--- src/rtl/plic_defs.vh ---
// Constants for the program-level interrupt control block.
// Assumes a 125 MHz clock and 16-bit instruction words.
`ifndef PLIC_DEFS_VH
`define PLIC_DEFS_VH

// ----------------------------------------
// Sizes
// ----------------------------------------
`define LEVEL_COUNT        16
`define SYNC_WIDTH         16

// ----------------------------------------
// Reset values
// ----------------------------------------
`define MASK_RESET         16'h0000
`define DETECT_RESET       16'h0000
`define LEVEL_RESET        4'h0

// ----------------------------------------
// Level numbers and bit positions
// ----------------------------------------
`define LEVEL_HW_STATUS    4'he
`define LEVEL_ZERO         4'h0
`define VEC_LEVEL_BASE     4'ha

// ----------------------------------------
// Synchroniser bit positions
// ----------------------------------------
`define SYNC_EXT_LSB       0
`define SYNC_CONTINUE      5
`define SYNC_ID_ACK        6
`define SYNC_ID_LSB        7

// ----------------------------------------
// Instruction codes
// ----------------------------------------
`define OP_SYS_ON          16'hd102
`define OP_SYS_OFF         16'hd101
`define OP_IDENT10         16'hc784
`define OP_IDENT11         16'hc789
`define OP_IDENT12         16'hc792
`define OP_IDENT13         16'hc7a3
`define OP_MONITOR_HI      8'hd6
`define OP_WAIT_HI         8'hd2

// ----------------------------------------
// Timing
// ----------------------------------------
`define CLK_PERIOD_NS      8
`define IDENT_TIME_NS      1900
`define IDENT_WAIT_CYC     (`IDENT_TIME_NS / `CLK_PERIOD_NS)

`endif

--- src/rtl/pin_synchronizer.v ---
// Two-stage synchroniser for a group of independent pin inputs.
// Assumes each bit is stable long enough to be seen by the second stage.
`timescale 1ns/10ps
`default_nettype none

module pin_synchronizer
#(
	parameter WIDTH = 16
)
(
	input  wire             clk,
	input  wire             rst_n,
	input  wire             clkEn,
	input  wire [WIDTH-1:0] pinIn,
	output wire [WIDTH-1:0] syncOut
);

	genvar i;
	generate
		for (i = 0; i < WIDTH; i = i + 1)
		begin : stage
			reg firstReg;
			reg secondReg;
			always @(posedge clk)
			begin
				if (!rst_n)
				begin
					firstReg  <= 1'b0;
					secondReg <= 1'b0;
				end
				else if (clkEn)
				begin
					firstReg  <= pinIn[i];
					secondReg <= firstReg;
				end
			end
			assign syncOut[i] = secondReg;
		end
	endgenerate

endmodule

`default_nettype wire

--- src/rtl/level_priority_encoder.v ---
// Finds the highest set bit of a 16-bit level vector.
// Purely combinational; the caller registers the result.
`timescale 1ns/10ps
`default_nettype none

module level_priority_encoder
(
	input  wire [15:0] levelVec,
	output reg  [3:0]  topLevel,
	output reg         anySet
);

	integer k;

	always @*
	begin
		topLevel = 4'h0;
		anySet   = 1'b0;
		for (k = 0; k < 16; k = k + 1)
		begin
			if (levelVec[k])
			begin
				topLevel = k[3:0];
				anySet   = 1'b1;
			end
		end
	end

endmodule

`default_nettype wire

--- src/rtl/priority_level_interrupt_control.v ---
// Program-level interrupt control: enable mask, detect flags, running level,
// and the system control instructions that act on them.
// Assumes instructions arrive as one-cycle strobes from the CPU on clk, and
// peripheral and panel signals arrive asynchronously on pins.
`include "plic_defs.vh"
`timescale 1ns/10ps
`default_nettype none

module priority_level_interrupt_control
(
	input  wire        clk,
	input  wire        rst_n,
	input  wire        clkEn,
	input  wire        instrValid,
	input  wire [15:0] instrWord,
	input  wire        privilegeOk,
	input  wire        maskWriteEn,
	input  wire [15:0] maskWriteData,
	input  wire        detectWriteEn,
	input  wire [15:0] detectWriteData,
	input  wire        hwStatusReq,
	input  wire        ioxErrorEnable,
	input  wire [4:0]  extLevelReq,
	input  wire        panelContinue,
	input  wire        identAck,
	input  wire [8:0]  identCode,
	output reg  [15:0] levelEnableMask,
	output reg  [15:0] levelDetectFlags,
	output reg  [3:0]  currentLevel,
	output reg  [3:0]  registerBank,
	output reg         interruptOnLamp,
	output reg         stopLamp,
	output reg  [15:0] instructionRegister,
	output reg         instrDone,
	output reg         privilegeFault,
	output reg         identReq,
	output reg  [1:0]  identLevel,
	output reg         accumLoad,
	output reg  [15:0] accumData,
	output reg         tRegLoad,
	output reg  [15:0] tRegData,
	output reg         ioxError,
	output reg         levelSwitch
);

	// ----------------------------------------
	// States
	// ----------------------------------------
	localparam [1:0] ST_RUN   = 2'b00;
	localparam [1:0] ST_IDENT = 2'b01;
	localparam [1:0] ST_HALT  = 2'b10;

	localparam integer IDENT_WAIT_FULL = `IDENT_WAIT_CYC;
	localparam [7:0]   IDENT_WAIT      = IDENT_WAIT_FULL[7:0];

	// ----------------------------------------
	// Decode
	// ----------------------------------------
	// Returns 3'b1xx for an identify code, with the vectored level offset low.
	function [2:0] identDecode;
		input [15:0] word;
		begin
			case (word)
				`OP_IDENT10: identDecode = 3'b100;
				`OP_IDENT11: identDecode = 3'b101;
				`OP_IDENT12: identDecode = 3'b110;
				`OP_IDENT13: identDecode = 3'b111;
				default:     identDecode = 3'b000;
			endcase
		end
	endfunction

	wire [2:0] identSel  = identDecode(instrWord);
	wire       isSysOn   = (instrWord == `OP_SYS_ON);
	wire       isSysOff  = (instrWord == `OP_SYS_OFF);
	wire       isIdent   = identSel[2];
	wire       isMonitor = (instrWord[15:8] == `OP_MONITOR_HI);
	wire       isWait    = (instrWord[15:8] == `OP_WAIT_HI);
	wire       isPriv    = isSysOn | isSysOff | isIdent | isWait;
	wire       allowed   = ~isPriv | privilegeOk;

	// ----------------------------------------
	// Synchronised pins
	// ----------------------------------------
	wire [15:0] syncPins;

	pin_synchronizer #(.WIDTH(`SYNC_WIDTH)) pinSync
	(
		.clk     (clk),
		.rst_n   (rst_n),
		.clkEn   (clkEn),
		.pinIn   ({identCode, identAck, panelContinue, extLevelReq}),
		.syncOut (syncPins)
	);

	wire [4:0] extSync      = syncPins[`SYNC_EXT_LSB +: 5];
	wire       continueSync = syncPins[`SYNC_CONTINUE];
	wire       ackSync      = syncPins[`SYNC_ID_ACK];
	wire [8:0] codeSync     = syncPins[`SYNC_ID_LSB +: 9];

	// ----------------------------------------
	// State registers
	// ----------------------------------------
	reg [1:0]  state_reg;
	reg [1:0]  state_next;
	reg        sysOn_reg;
	reg        sysOn_next;
	reg [7:0]  waitCnt_reg;
	reg [7:0]  waitCnt_next;
	reg [15:0] detect_next;
	reg [15:0] detectClear;
	reg        monitorSet;
	reg        identMiss;
	reg        continueSeen_reg;

	wire       accept = instrValid & (state_reg == ST_RUN);

	// ----------------------------------------
	// Running level selection
	// ----------------------------------------
	wire [15:0] eligible = levelEnableMask & levelDetectFlags;
	wire [3:0]  topLevel;
	wire        anyPending;

	level_priority_encoder levelEnc
	(
		.levelVec (eligible),
		.topLevel (topLevel),
		.anySet   (anyPending)
	);

	// Nothing pending falls back to level zero.
	wire [3:0] targetLevel = anyPending ? topLevel : `LEVEL_ZERO;

	// Hardware request bits; only the five external levels plus level 14.
	wire [15:0] hwSet = {extSync[4], hwStatusReq | monitorSet | identMiss,
	                     extSync[3:0], 10'h000};

	// ----------------------------------------
	// Instruction sequencing
	// ----------------------------------------
	always @*
	begin
		state_next   = state_reg;
		sysOn_next   = sysOn_reg;
		waitCnt_next = waitCnt_reg;
		detectClear  = 16'h0000;
		monitorSet   = 1'b0;
		identMiss    = 1'b0;
		case (state_reg)
			ST_RUN:
			begin
				if (accept && allowed)
				begin
					if (isSysOn)
						sysOn_next = 1'b1;
					else if (isSysOff)
						sysOn_next = 1'b0;
					else if (isIdent)
					begin
						state_next   = ST_IDENT;
						waitCnt_next = IDENT_WAIT;
					end
					else if (isMonitor)
						monitorSet = 1'b1;
					else if (isWait)
					begin
						if (!sysOn_reg)
							state_next = ST_HALT;
						else if (currentLevel != `LEVEL_ZERO)
							detectClear[currentLevel] = 1'b1;
					end
				end
			end
			ST_IDENT:
			begin
				if (ackSync)
					state_next = ST_RUN;
				else if (waitCnt_reg == 8'h00)
				begin
					state_next = ST_RUN;
					identMiss  = ioxErrorEnable;
				end
				else
					waitCnt_next = waitCnt_reg - 8'h01;
			end
			ST_HALT:
			begin
				if (continueSync && !continueSeen_reg)
					state_next = ST_RUN;
			end
			default:
				state_next = ST_RUN;
		endcase
	end

	// Program write first, instruction clear next, hardware set wins last.
	always @*
	begin
		detect_next = levelDetectFlags;
		if (detectWriteEn)
			detect_next = detectWriteData;
		detect_next = (detect_next & ~detectClear) | hwSet;
	end

	// ----------------------------------------
	// Registers
	// ----------------------------------------
	always @(posedge clk)
	begin
		if (!rst_n)
		begin
			state_reg           <= ST_RUN;
			sysOn_reg           <= 1'b0;
			waitCnt_reg         <= 8'h00;
			continueSeen_reg    <= 1'b0;
			levelEnableMask     <= `MASK_RESET;
			levelDetectFlags    <= `DETECT_RESET;
			currentLevel        <= `LEVEL_RESET;
			registerBank        <= `LEVEL_RESET;
			interruptOnLamp     <= 1'b0;
			stopLamp            <= 1'b0;
			instructionRegister <= 16'h0000;
			instrDone           <= 1'b0;
			privilegeFault      <= 1'b0;
			identReq            <= 1'b0;
			identLevel          <= 2'b00;
			accumLoad           <= 1'b0;
			accumData           <= 16'h0000;
			tRegLoad            <= 1'b0;
			tRegData            <= 16'h0000;
			ioxError            <= 1'b0;
			levelSwitch         <= 1'b0;
		end
		else if (clkEn)
		begin
			state_reg        <= state_next;
			sysOn_reg        <= sysOn_next;
			waitCnt_reg      <= waitCnt_next;
			continueSeen_reg <= continueSync;
			if (maskWriteEn)
				levelEnableMask <= maskWriteData;
			levelDetectFlags <= detect_next;

			// Switching runs only with the system on; the level that issued
			// the system-on instruction has already completed it.
			if (sysOn_reg && targetLevel != currentLevel)
			begin
				currentLevel <= targetLevel;
				registerBank <= targetLevel;
				levelSwitch  <= 1'b1;
			end
			else
				levelSwitch <= 1'b0;

			if (accept)
				instructionRegister <= instrWord;

			if (accept && allowed && isSysOn)
				interruptOnLamp <= 1'b1;
			else if (accept && allowed && isSysOff)
				interruptOnLamp <= 1'b0;

			stopLamp <= (state_next == ST_HALT);

			privilegeFault <= accept & ~allowed;

			identReq <= accept & allowed & isIdent;
			if (accept && allowed && isIdent)
				identLevel <= identSel[1:0];

			accumLoad <= (state_reg == ST_IDENT) & ackSync;
			if (state_reg == ST_IDENT && ackSync)
				accumData <= {7'h00, codeSync};

			tRegLoad <= monitorSet;
			if (monitorSet)
				tRegData <= {{8{instrWord[7]}}, instrWord[7:0]};

			ioxError <= (state_reg == ST_IDENT) & ~ackSync & (waitCnt_reg == 8'h00);

			// Done marks completion; a halting wait completes when released.
			instrDone <= (accept & ~(allowed & isIdent) & ~(allowed & isWait & ~sysOn_reg))
			           | ((state_reg == ST_IDENT) & (state_next == ST_RUN))
			           | ((state_reg == ST_HALT) & (state_next == ST_RUN));
		end
	end

endmodule

`default_nettype wire

--- config.mk ---
export PLATFORM = sky130hd
export DESIGN_NAME = priority_level_interrupt_control
export DESIGN_NICKNAME = d
export VERILOG_FILES = /design/src/rtl/pin_synchronizer.v /design/src/rtl/level_priority_encoder.v /design/src/rtl/priority_level_interrupt_control.v
export VERILOG_INCLUDE_DIRS = /design/src /design/src/rtl
export SDC_FILE = /design/constraint.sdc
export NUM_CORES = 1
export LEC_CHECK = 0
export BUFFER_PORTS_ARGS = -buffer_cell sky130_fd_sc_hd__buf_2
export CORE_UTILIZATION = 53
export CTS_BUF_LIST = sky130_fd_sc_hd__clkbuf_8
export CTS_CLUSTER_SIZE = 25
export DETAILED_ROUTE_END_ITERATION = 16
export PLACE_DENSITY = 0.84
export SLEW_MARGIN = 0
export SYNTH_ARGS = -nofsm -noshare
export SYNTH_HDL_FRONTEND = slang
export SYNTH_SLANG_ARGS = --single-unit
--- constraint.sdc ---
create_clock -name clk -period 2.75 [get_ports clk]
set_clock_uncertainty 0.2 [all_clocks]
set_input_delay 0.275 -clock clk [delete_from_list [all_inputs] [get_ports clk]]
set_output_delay 0.275 -clock clk [all_outputs]
set_load 0.02 [all_outputs]
==> impl_metrics.ini <==
[logic_synthesis]
netlist_top_cells_area = dfxtp_1 44%, mux2i_1 8.6%, nand2_1 8.4%, a21oi_1 6.2%, nor2_1 5.0%
async_reset_ff_share_pct = 0
synth_common_cells = 127 x nand2_1, 124 x dfxtp_1, 76 x nor2_1
ys_seq_area_share_pct = 43.6
syn_inst = 684
ys_types = 62
ys_dominant_reg_cell = dfxtp_1
synth.ff_latch_count = 124
yosysMostFrequentCell = nand2_1
ys_warn_count = 0
yosysTopAreaCell = dfxtp_1
syn-cell-area_mm2 = 0.00570
synth_top_area_share_pct = 43.6
synth_edf_count = 0
synth_area_per_cell_um2 = 8.33

[die]
coreArea_mm2 = 0.0104
rows = 37
fp.dieH_um = 106
start_util_pct = 54.9
die_x_um = 106
dieArea_mm2 = 0.0112
pin_count = 172

[detailed_routing]
viasPerCell = 5.67
drc = 0
dr.first_iter.drc_count = 428
routed_wl_um = 16400
ant_nets = 0
drt_first_pass_iters = 5
dr_total_vias = 5781
drt-wirelength-per-cell_um = 16.1

[clocking]
path_clk_slew_ps = 80
cts_tree = yes
clk-insertion-delay-late_ps = 440
numCtsBuffers = 17
clock-sinks = 124
htreeDepth = 4
cts_max_path_buffers = 2
cts_root_buf = clkbuf_8

[setup_path]
worst-path-max-fanout = 14
arrival_ps = 2640
required_ps = 2910
crit_type = primary input to flop
cp-start-kind = primary input
worst_setup_path_end_kind = flop

[placement]
placed_area_mm2 = 0.00645
place_congestion = 0.861
io_buffers = 164
post-dp-hpwl_um = 10900

[global_route]
grt_max_degree = 41
grt_pass1_vias = 5669
grt_overflow_total = 0
antenna_found_initial = 0
grt_usage_pct = 30.1
grt_pass1_wl_um = 26600

[finish]
area_delta_synth_final_pct = 29.2
register_area_mm2 = 0.00248
design_area_mm2 = 0.00736
layout-drive-gt1-share_pct = 24.9
fillers = 760
multiInputGateArea_mm2 = 0.00289
utilization_pct = 71.0
final_nets = 946
diodes = 0

[worst_hold_path]
hold_path.class = primary input to flop

[sta]
final_hold_viol_count = 0
fin_hold_ws_ps = 22.7
slew-limit-headroom_pct = 55.6
setup_viol = 0
fin_crit_sh_pct = 90.2
rsz0062_at_grt = false
report.final.slew_viol_count = 0
post-route-min-period_ps = 2480
max_freq_mhz = 403
tns_ps = 0
worst_pin_slew_ps = 665

[run_status]
run_status = finished, final reports clean

[pwr]
peakVddDrop_mv = 0.334
p_leak_nw = 3.34
p_per_area_mw_per_mm2 = 540

[flow_run]
maxCapViolCount = 0
[final timing paths]
check                          from                      to  slack [ps]  cells after the start
max reg2reg            state_reg[0]    levelDetectFlags[14]         340                      7
min reg2reg  instructionRegister[2]  instructionRegister[2]         250                      2
max                   instrWord[13]          waitCnt_reg[4]         270                      9
min              detectWriteData[2]     levelDetectFlags[2]          20                      4
[critical path, cell delays in order]
cell	delay [ps]
dlygate4sd3_1	540
buf_2	130
nand4bb_4	280
nor4_4	410
o211ai_4	160
a21oi_4	400
and3_4	260
nand2_1	60
a21oi_2	130
[layer usage]
metal / routed length [um] / up-vias / track usage (%)
li1: - / 2724 / -
met1: 6360 / 2692 / 34.0
met2: 8090 / 282 / 50.6
met3: 1170 / 83 / 7.79
met4: 796 / 0 / 18.5
met5: 0 / - / 0
[area by class of cell]
class                           instances  share of cell area [%]
Tap cell                              136                    2.31
Inverter                                9                   0.476
Timing Repair Buffer                  222                    18.8
Multi-Input combinational cell        497                    39.3
Clock buffer                           20                    3.74
Clock inverter                         12                    1.67
Sequential cell                       124                    33.7
[power breakdown]
group | internal (mW) | switching (mW) | total, mW
clock network | 0.867 | 0.714 | 1.58
logic | 0.203 | 0.277 | 0.480
registers | 1.86 | 0.0560 | 1.91
total | 2.93 | 1.05 | 3.98
[cells in the final DEF, fill, tap and decap left out, drive strengths merged, types with 3 or more instances in the layout]
master | netlist | layout
buf | 36 | 171
nand2 | 127 | 127
dfxtp | 124 | 124
nor2 | 76 | 76
a21oi | 74 | 74
dlygate4sd3 | 0 | 51
mux2i | 49 | 49
nand3 | 24 | 24
clkbuf | 24 | 20
o21ai | 17 | 17
nand2b | 14 | 14
inv | 9 | 12
nor3 | 12 | 12
nand4 | 7 | 7
a221o | 7 | 7
conb | 1 | 7
nor2b | 6 | 6
and2 | 6 | 6
a31oi | 5 | 5
a22oi | 5 | 5
a22o | 5 | 5
clkinvlp | 0 | 5
a211oi | 5 | 5
nor4 | 5 | 5
nor3b | 4 | 4
nand3b | 3 | 3
and3b | 3 | 3
o31ai | 3 | 3
and3 | 3 | 3
[stage by stage]
step | total power [mW] | instances | setup WS, ps
floorplan | 2.21 | 690 | 742
global placement | 2.35 | 937 | 445
detailed placement | 2.36 | 937 | 366
CTS | 3.97 | 1020 | 311
global route | 4.12 | 1020 | 134
finish | 3.98 | 1020 | 270
[timing repair]
item	in CTS	in global routing
setup endpoints to repair	0	0
gates resized for setup	0	0
setup buffers	0	0
endpoints found under the hold margin	57	0
hold buffers	51	0
[logic make-up (layout without fill, tap and decap cells)]
| logic type | after synthesis | in the layout | synth area share [%] |
|---|---|---|---|
| AOI/OAI and AO/OA | 141 | 141 | 16.0 |
| xor gates and xnor gates | 2 | 2 | 0.308 |
| adders and majority gates | 2 | 2 | 0.439 |
| buffers and inverters | 69 | 263 | 6.06 |
| DFF | 124 | 124 | 43.6 |
| muxes | 49 | 49 | 8.61 |
| other | 1 | 7 | 0.0658 |
| and+or+nand+nor | 296 | 296 | 24.9 |
Note: power is estimated with default switching activity, not from simulation.
